### src/logic/sfc_pkg.sv
// Package: shared constants, types and carriers of the front-end config bank
`default_nettype none
package sfc_pkg;

  // ==========================================================================
  // Register byte addresses
  localparam logic [31:0] SFC_ADDR_BRIDGE = 32'h40000034;
  localparam logic [31:0] SFC_ADDR_PGAIN = 32'h40000035;
  localparam logic [31:0] SFC_ADDR_TGAIN = 32'h40000036;
  localparam logic [31:0] SFC_ADDR_TSRC = 32'h40000037;
  localparam logic [31:0] SFC_ADDR_TOUT = 32'h4000003A;

  // ==========================================================================
  // Implemented bits of each register; all other bits are unused
  localparam logic [7:0] SFC_MASK_BRIDGE = 8'h07;
  localparam logic [7:0] SFC_MASK_PGAIN = 8'h9F;
  localparam logic [7:0] SFC_MASK_TGAIN = 8'h83;
  localparam logic [7:0] SFC_MASK_TSRC = 8'h7F;
  localparam logic [7:0] SFC_MASK_TOUT = 8'h01;

  // ==========================================================================
  // Values after reset
  localparam logic [7:0] SFC_RST_BRIDGE = 8'h00;
  localparam logic [7:0] SFC_RST_PGAIN = 8'h00;
  localparam logic [7:0] SFC_RST_TGAIN = 8'h00;
  localparam logic [7:0] SFC_RST_TSRC = 8'h40;
  localparam logic [7:0] SFC_RST_TOUT = 8'h00;

  // ==========================================================================
  // Field positions
  localparam int SFC_POS_BRIDGE_ON = 0;
  localparam int SFC_POS_LEVEL_LO = 1;
  localparam int SFC_POS_FLIP = 7;
  localparam int SFC_POS_TSRC_LO = 0;
  localparam int SFC_POS_CURR_LO = 4;
  localparam int SFC_POS_SINGLE_ENDED = 0;

  // ==========================================================================
  // Field codes
  localparam logic [3:0] SFC_TSRC_EXT_PINS = 4'h0;
  localparam logic [3:0] SFC_TSRC_INTERNAL = 4'h3;

  // Cycles from a register write to the decoded analog controls
  localparam int SFC_CTRL_LATENCY = 2;

  // ==========================================================================
  // Decoded modes
  typedef enum logic [1:0] {
    SFC_LEVEL_2V5,
    SFC_LEVEL_2V0,
    SFC_LEVEL_1V25
  } sfc_level_t;

  typedef enum logic [1:0] {
    SFC_SRC_EXT_PINS,
    SFC_SRC_INTERNAL,
    SFC_SRC_RESERVED
  } sfc_tsrc_t;

  typedef enum logic [2:0] {
    SFC_CURR_25UA,
    SFC_CURR_50UA,
    SFC_CURR_100UA,
    SFC_CURR_500UA,
    SFC_CURR_OFF
  } sfc_curr_t;

  // ==========================================================================
  // Register access request
  typedef struct packed {
    logic wr;
    logic rd;
    logic [31:0] addr;
    logic [7:0] wdata;
  } sfc_req_t;

  // Raw register contents
  typedef struct packed {
    logic [7:0] bridge;
    logic [7:0] pgain;
    logic [7:0] tgain;
    logic [7:0] tsrc;
    logic [7:0] tout;
  } sfc_regs_t;

  // Decoded analog control lines
  typedef struct packed {
    logic bridge_supply_on;
    sfc_level_t bridge_level_sel;
    logic [4:0] pressure_gain;
    logic pressure_polarity_flip;
    logic [1:0] temp_gain;
    logic temp_polarity_flip;
    sfc_tsrc_t temp_source;
    sfc_curr_t temp_excite_current_sel;
    logic temp_single_ended_sel;
  } sfc_afe_t;

endpackage
`default_nettype wire

### src/logic/sfc_afe_decode.sv
// Decoder from raw register bytes to registered analog control lines
`timescale 1ns/1ps
`default_nettype none
module sfc_afe_decode (
  // Clock and reset
  input wire logic clk,
  input wire logic reset,
  // Raw register contents
  input wire sfc_pkg::sfc_regs_t regs,
  // Decoded controls
  output var sfc_pkg::sfc_afe_t afe
);
  import sfc_pkg::*;

  // ==========================================================================
  // Decode functions
  function automatic sfc_level_t level_of(input logic [1:0] code);
    case (code)
      2'h0: level_of = SFC_LEVEL_2V5;
      2'h1: level_of = SFC_LEVEL_2V0;
      default: level_of = SFC_LEVEL_1V25;
    endcase
  endfunction

  function automatic sfc_tsrc_t source_of(input logic [3:0] code);
    if (code == SFC_TSRC_EXT_PINS) begin
      source_of = SFC_SRC_EXT_PINS;
    end else if (code == SFC_TSRC_INTERNAL) begin
      source_of = SFC_SRC_INTERNAL;
    end else begin
      source_of = SFC_SRC_RESERVED;
    end
  endfunction

  function automatic sfc_curr_t current_of(input logic [2:0] code);
    case (code)
      3'h0: current_of = SFC_CURR_25UA;
      3'h1: current_of = SFC_CURR_50UA;
      3'h2: current_of = SFC_CURR_100UA;
      3'h3: current_of = SFC_CURR_500UA;
      default: current_of = SFC_CURR_OFF;
    endcase
  endfunction

  // ==========================================================================
  // Combinational decode
  sfc_afe_t next_afe;
  assign next_afe.bridge_supply_on = regs.bridge[SFC_POS_BRIDGE_ON];
  assign next_afe.bridge_level_sel =
    level_of(regs.bridge[SFC_POS_LEVEL_LO +: 2]);
  assign next_afe.pressure_gain = regs.pgain[4:0];
  assign next_afe.pressure_polarity_flip = regs.pgain[SFC_POS_FLIP];
  assign next_afe.temp_gain = regs.tgain[1:0];
  assign next_afe.temp_polarity_flip = regs.tgain[SFC_POS_FLIP];
  assign next_afe.temp_source =
    source_of(regs.tsrc[SFC_POS_TSRC_LO +: 4]);
  assign next_afe.temp_excite_current_sel =
    current_of(regs.tsrc[SFC_POS_CURR_LO +: 3]);
  assign next_afe.temp_single_ended_sel = regs.tout[SFC_POS_SINGLE_ENDED];

  // Registered so the analog switches never see decode glitches
  always_ff @(posedge clk) begin
    if (reset) begin
      afe <= '0;
      afe.temp_excite_current_sel <= SFC_CURR_OFF;
    end else begin
      afe <= next_afe;
    end
  end

endmodule // sfc_afe_decode
`default_nettype wire

### src/logic/sfc_config_regs.sv
// Sensor front-end configuration register bank, top level
`timescale 1ns/1ps
`default_nettype none
module sfc_config_regs (
  // Clock and reset
  input wire logic clk,
  input wire logic reset,
  // Register access port
  input wire sfc_pkg::sfc_req_t req,
  output logic [7:0] rdata,
  output logic rvalid,
  output logic addr_miss,
  // Analog control lines
  output var sfc_pkg::sfc_afe_t afe
);
  import sfc_pkg::*;

  // ==========================================================================
  // Address decode
  function automatic logic [7:0] mask_of(input logic [31:0] addr);
    case (addr)
      SFC_ADDR_BRIDGE: mask_of = SFC_MASK_BRIDGE;
      SFC_ADDR_PGAIN: mask_of = SFC_MASK_PGAIN;
      SFC_ADDR_TGAIN: mask_of = SFC_MASK_TGAIN;
      SFC_ADDR_TSRC: mask_of = SFC_MASK_TSRC;
      SFC_ADDR_TOUT: mask_of = SFC_MASK_TOUT;
      default: mask_of = 8'h00;
    endcase
  endfunction

  sfc_regs_t regs;
  sfc_regs_t next_regs;
  wire logic hit_bridge;
  wire logic hit_pgain;
  wire logic hit_tgain;
  wire logic hit_tsrc;
  wire logic hit_tout;
  wire logic hit_any;
  wire logic [7:0] wmasked;
  wire logic [7:0] rsel;

  // One-hot select of the addressed byte
  assign hit_bridge = (req.addr == SFC_ADDR_BRIDGE);
  assign hit_pgain = (req.addr == SFC_ADDR_PGAIN);
  assign hit_tgain = (req.addr == SFC_ADDR_TGAIN);
  assign hit_tsrc = (req.addr == SFC_ADDR_TSRC);
  assign hit_tout = (req.addr == SFC_ADDR_TOUT);
  assign hit_any = hit_bridge | hit_pgain | hit_tgain | hit_tsrc | hit_tout;

  assign wmasked = req.wdata & mask_of(req.addr);

  // ==========================================================================
  // Write path: a write replaces the implemented bits of one byte
  assign next_regs.bridge = (req.wr && hit_bridge) ? wmasked : regs.bridge;
  assign next_regs.pgain = (req.wr && hit_pgain) ? wmasked : regs.pgain;
  assign next_regs.tgain = (req.wr && hit_tgain) ? wmasked : regs.tgain;
  assign next_regs.tsrc = (req.wr && hit_tsrc) ? wmasked : regs.tsrc;
  assign next_regs.tout = (req.wr && hit_tout) ? wmasked : regs.tout;

  // Storage; unmapped writes fall through untouched
  always_ff @(posedge clk) begin
    if (reset) begin
      regs.bridge <= SFC_RST_BRIDGE;
      regs.pgain <= SFC_RST_PGAIN;
      regs.tgain <= SFC_RST_TGAIN;
      regs.tsrc <= SFC_RST_TSRC;
      regs.tout <= SFC_RST_TOUT;
    end else begin
      regs <= next_regs;
    end
  end

  // ==========================================================================
  // Read path
  // unused bits read zero
  assign rsel = ({8{hit_bridge}} & regs.bridge)
              | ({8{hit_pgain}} & regs.pgain)
              | ({8{hit_tgain}} & regs.tgain)
              | ({8{hit_tsrc}} & regs.tsrc)
              | ({8{hit_tout}} & regs.tout);

  // Read data is registered; an unmapped read answers zero and flags a miss
  always_ff @(posedge clk) begin
    if (reset) begin
      rdata <= 8'h00;
      rvalid <= 1'b0;
      addr_miss <= 1'b0;
    end else begin
      rdata <= req.rd ? rsel : rdata;
      rvalid <= req.rd;
      addr_miss <= (req.rd | req.wr) & ~hit_any;
    end
  end

  // ==========================================================================
  // Analog control decode
  sfc_afe_decode u_decode (
    .clk(clk),
    .reset(reset),
    .regs(regs),
    .afe(afe)
  );
endmodule // sfc_config_regs
`default_nettype wire

### config.mk
export PLATFORM = sky130hd
export DESIGN_NAME = sfc_config_regs
export DESIGN_NICKNAME = d
export VERILOG_FILES = /design/src/logic/sfc_pkg.sv /design/src/logic/sfc_afe_decode.sv /design/src/logic/sfc_config_regs.sv
export SDC_FILE = /design/constraint.sdc
export NUM_CORES = 1
export LEC_CHECK = 0
export ABC_AREA = 1
export BUFFER_PORTS_ARGS = -buffer_cell sky130_fd_sc_hd__buf_2
export CAP_MARGIN = 20
export CORE_ASPECT_RATIO = 2
export CORE_UTILIZATION = 40
export CTS_CLUSTER_DIAMETER = 80
export DETAILED_ROUTE_END_ITERATION = 6
export PLACE_DENSITY = 0.62
export SETUP_SLACK_MARGIN = 0.5
export SLEW_MARGIN = 25
export SYNTH_ARGS = -nofsm -noshare
export SYNTH_HDL_FRONTEND = slang
export SYNTH_SLANG_ARGS = --single-unit
### constraint.sdc
create_clock -name clk -period 1.2 [get_ports clk]
set_input_delay 0.12 -clock clk [delete_from_list [all_inputs] [get_ports clk]]
set_output_delay 0.12 -clock clk [all_outputs]
set_load 0.01 [all_outputs]
Word level (Yosys, flattened, before mapping). Cells that the tools add are included.

Logic and storage cells: 57. Flip-flop bits (word level): 68. Input port bits: 44.

Bitwise logic cells: 17. Reduce and logical (&&, ||, !) cells: 9. Muxes and demuxes: 4. Equal/unequal tests: 10.

Operators by type and width (count): $eq A32 B31 Y1 const B (5); $and A8 B8 Y8 (6); $pmux W8 S5 (1); $or A8 B8 Y8 (4); $pmux W3 S4 (1); $eq A3 B2 Y1 const B (2); $logic_and A1 B1 Y1 (5); $or A1 B1 Y1 (5); $eq A4 B2 Y1 const B (1); $logic_not A4 Y1 (1); $pmux W2 S2 (1); $eq A3 B1 Y1 const B (1); $logic_not A3 Y1 (1); $eq A2 B1 Y1 const B (1); $logic_not A2 Y1 (1); $mux W2 (1); $reduce_or A2 Y1 (1); $and A1 B1 Y1 (1); $not A1 Y1 (1).

Longest topological paths before layout.
Depth after elaboration: 7. Mapped depth: 11. Mapped depth without buffers: 11.

Modules after synthesis. Synthesis repeated with hierarchy kept, for this count alone.

Cell total of the unflattened synthesis: 407. Area, all modules: 3039.2 um^2.

By module, submodules not included: sfc_config_regs (times used 1, area an instance 2504.9 um^2, seq. area each 1001.0 um^2, cells an instance 348); sfc_afe_decode (times used 1, area an instance 534.3 um^2, seq. area each 360.3 um^2, cells an instance 59).

Worst setup path before layout. Ideal clock, no wire load.

Path type: in2reg. Start point: input port req[39] (netlist name). End point: register, netlist name regs[0]. Arrival: 1.078 ns. Cell stages on the path: 9. Required time: 1.130 ns. Path buffers: 0. Library setup time: 0.070 ns. Setup slack: 0.053 ns. Cells stage by stage: inv_1 > nand2_1 > nor2_1 > nand2_1 > nor2_4 > nand2_1 > nor2_2 > o21ai_0 > a21oi_1.

Longest elaborated chain between the ends: 3. Elaborated cells between the ends (all ways): 8. Those cells by class: 5 x eq/ne; 1 x mux; 1 x bitwise; 1 x reduce/logical.

RTL lines: from (decl) (RTL line sfc_config_regs.sv:9) `input wire sfc_pkg::sfc_req_t req,`; $eq A32 B31 Y1, on equally long branches (RTL line sfc_config_regs.sv:21, sfc_config_regs.sv:47); $pmux W8 S5 (RTL line sfc_config_regs.sv:21) `case (addr)`; $and A8 B8 Y8 (RTL line sfc_config_regs.sv:50) `assign wmasked = req.wdata & mask_of(req.addr);`.

Parallel ways exist; a longest one is shown, timed or not. A chain may end at the register's enable or synchronous reset.

Worst setup path after layout.
Start point: input port req[39] (netlist name). End point: register, netlist name regs[17].

Longest elaborated chain between the ends: 3. Elaborated cells between the ends (all ways): 8. Those cells by class: 5 x eq/ne; 1 x mux; 1 x bitwise; 1 x reduce/logical.

RTL lines (RTL line): $eq A32 B31 Y1, on equally long branches (sfc_config_regs.sv:21, sfc_config_regs.sv:45); $pmux W8 S5 (sfc_config_regs.sv:21); $and A8 B8 Y8 (sfc_config_regs.sv:50).

Parallel ways exist; a longest one is shown, timed or not.

==> flow_metrics.env <==
export IMPL_status="finished clean"
export IMPL_yosys_warnings=0
export IMPL_ioPinCount=72
export IMPL_p_leak_nw=1.99
export IMPL_via_per_inst=4.98
export IMPL_grt_ovfl_total=0
export IMPL_hp_class="primary input to flip-flop"
export IMPL_postRouteAntennaNets=0
export IMPL_dp_cells=536
export IMPL_finalCritPeriodShare_pct=96.4
export IMPL_required_ns=1.46
export IMPL_crit_path_start="req[39]"
export IMPL_grt_pass1_wl_mm=12.1
export IMPL_yosysTopAreaCell="dfxtp_1"
export IMPL_stdcell_count=573
export IMPL_maxCapViolCount=0
export IMPL_synth_cells=366
export IMPL_drv_slew=0
export IMPL_critPathArrivalTime_ns=1.42
export IMPL_numCtsBuffers=9
export IMPL_startpoint_type="primary input"
export IMPL_r2r_setup_slack_ns=0.25
export IMPL_crit_fanout=5
export IMPL_ys_ff_latch=68
export IMPL_fin_hold_ws_ns=0.0353
export IMPL_min_period_ns=1.16
export IMPL_grt_use_total_pct=22.9
export IMPL_synth_area_leaders="dfxtp_1, nand2_1, nor2_1"
export IMPL_crit_type="primary input to flip-flop"
export IMPL_p_per_area_nw_per_um2=1110
export IMPL_first_global_vias=2689
export IMPL_hpwl_mm=5.24
export IMPL_grt_setup_unrepaired="yes"
export IMPL_fp_dieH_um=119
export IMPL_end_kind="flip-flop"
export IMPL_r2r_end="rdata[4]$_SDFFE_PP0P_"
export IMPL_htreeDepth=3
export IMPL_reg2reg_depth=5
export IMPL_cp_common_cell="buf_6"
export IMPL_setup_slack_ns=0.0427
export IMPL_path_clk_slew_ns=0.06
export IMPL_setup_viol=0
export IMPL_postCtsHoldBufs=0
export IMPL_dr_pass1_iters=4
export IMPL_netlist_area_leader_share_pct=49.7
export IMPL_synthMostInstantiatedCell="dfxtp_1"
export IMPL_drive_gt1_share_pct=53.6
export IMPL_async_flop_share_pct=0
export IMPL_tightestPinTransition_ns=0.555
export IMPL_hold_viol_final=0
export IMPL_cp_slowest_stage_delay_ns=0.17
export IMPL_die_area_sq_um=7210
export IMPL_ys_types=22
export IMPL_synth_area_sq_um=2740
export IMPL_clk_latency_ns=0.33
export IMPL_start_util_pct=41.4
export IMPL_drc_errors=0
export IMPL_yosys_top_cells_count="dfxtp_1, nand2_1, nor2_1"
export IMPL_vias=2851
export IMPL_drtIter0Drc=153
export IMPL_synth_edf_count=0
export IMPL_ir_drop_uv=614
export IMPL_die_x_um=60.5
export IMPL_tritoncts="yes"
export IMPL_clock_skew_ns=0.00863
export IMPL_endpoint="regs[17]$_SDFFE_PP0P_"
export IMPL_cp_slowest_cell="nor2_4"
export IMPL_nets=524
export IMPL_synth_nets=410
export IMPL_clkSinkCount=68
export IMPL_core_area_sq_um=6620
export IMPL_synth_ff_type="dfxtp_1"
export IMPL_worst_slew_margin_rel_pct=63.0
export IMPL_routabilityCongestion=0.908
export IMPL_antenna_found_initial=0
export IMPL_io_buffers=71
export IMPL_ys_seq_area_share_pct=49.7
export IMPL_grt_max_degree=26
export IMPL_post_drt_wl_per_cell_um=14.4
export IMPL_dp_slack_ns=-0.360
export IMPL_finalPower_w=0.00514
export IMPL_wl_mm=8.27
export IMPL_clock_root_buffer="clkbuf_16"
export IMPL_path_cells="buf_6 > inv_2 > nand2_1 > nor2_1 > nand2_2 > nor2_4 > buf_6 > buf_6 > nand2_8 > nor2_4 > buf_6 > o21ai_2 > a21oi_1"
export IMPL_antenna_cells=0
export IMPL_cts_buffer_depth=2
export IMPL_reg2reg_from="regs[12]$_SDFFE_PP0P_"
export IMPL_syn_avg_cell_area_sq_um=7.49
export IMPL_synthToLayoutAreaGrowth_pct=68.9
export IMPL_max_freq_ghz=0.864
export IMPL_rows=42
where the power goes:
part           total, W  switching (W)  internal [W]
registers       0.00229      0.0000108       0.00228
logic          0.000331       0.000171      0.000159
clock network   0.00252       0.000935       0.00159
total           0.00514        0.00112       0.00402
how the worst min path moves through the flow:
| stage | to | cells after the start | startpoint |
|---|---|---|---|
| after floorplan | regs[34]$_SDFFE_PP0P_ | 2 | req[2] |
| after global placement | regs[27]$_SDFFE_PP0P_ | 3 | req[3] |
| after detailed placement | regs[27]$_SDFFE_PP0P_ | 3 | req[3] |
| after CTS | regs[11]$_SDFFE_PP0P_ | 3 | req[3] |
| after global routing | regs[17]$_SDFFE_PP0P_ | 3 | req[1] |
| final | regs[11]$_SDFFE_PP0P_ | 3 | req[3] |
cell usage in the layout (no fill, tap or decap), types with 2 or more instances in the layout:
cell type and count:
o21ai_0 23, clkbuf_16 9, buf_12 4, nor3_2 5, nand2_2 13, inv_2 11, buf_6 49, o21ai_2 6
nor2_4 18, nor3_1 3, clkinv_2 6, buf_4 17, inv_1 38, nor2_2 11, nand2_4 8, a21oi_2 7
dfxtp_1 47, a21oi_1 27, o21ai_4 5, buf_2 42, nor3b_2 14, dfxtp_2 20, inv_4 2, nor2_1 36
o21ai_1 5, nand2_1 37, nand3_1 5, nand2_8 4
area by class of cell:
cell class | instances | area [sq um]
clock inverters | 6 | 55.1
fillers | 519 | 1990
repair buffers | 113 | 997
flip-flops and latches | 68 | 1390
multi-input cells | 235 | 1640
inverters | 53 | 213
clock buffers | 10 | 229
well taps | 88 | 110
sequential cells by signal (all words and copies together) (netlist names):
| name | count |
|---|---|
| rvalid | 1 |
| addr_miss | 1 |
| rdata | 8 |
| u_decode.afe | 18 |
| regs | 40 |
layer usage:
metal / up-vias / wire, um / track usage, %
met5: - / 0 / 0
met4: 0 / 526 / 16.9
met3: 33 / 388 / 5.65
met2: 118 / 4610 / 38.8
met1: 1309 / 2750 / 22.8
li1: 1391 / - / -
cell families (layout without fill, tap and decap cells):
group           count (synthesis)  after routing  synth area share, %
buf+inv                        64            182                 9.36
simple gates                  158            159                 26.7
flops                          68             68                 49.7
compound gates                 76             76                 14.3
timing repair:
| item | in CTS | in global routing |
|---|---|---|
| cloned | 3 | 0 |
| pin swaps | 30 | 50 |
| setup buffers | 12 | 6 |
| hold endpoints to repair | 0 | 0 |
| resized for setup | 94 | 116 |
| setup endpoints to repair | 80 | 79 |
per-stage QoR:
stage	cell area [sq um]	utilization, %	setup TNS [ns]
floorplan	2810	-	0
global route	4630	69.9	-0.364
detailed placement	3380	51.0	-10.55
CTS	4140	62.6	0
finish	4630	69.9	0
global placement	3380	51.0	-9.35
critical path, delay by kind of cell:
kind / cells / cell delay (ns)
compound gates: 2 / 0.17
buf+inv: 5 / 0.50
simple gates: 6 / 0.63
No activity file was read; power rests on OpenSTA's default activity.
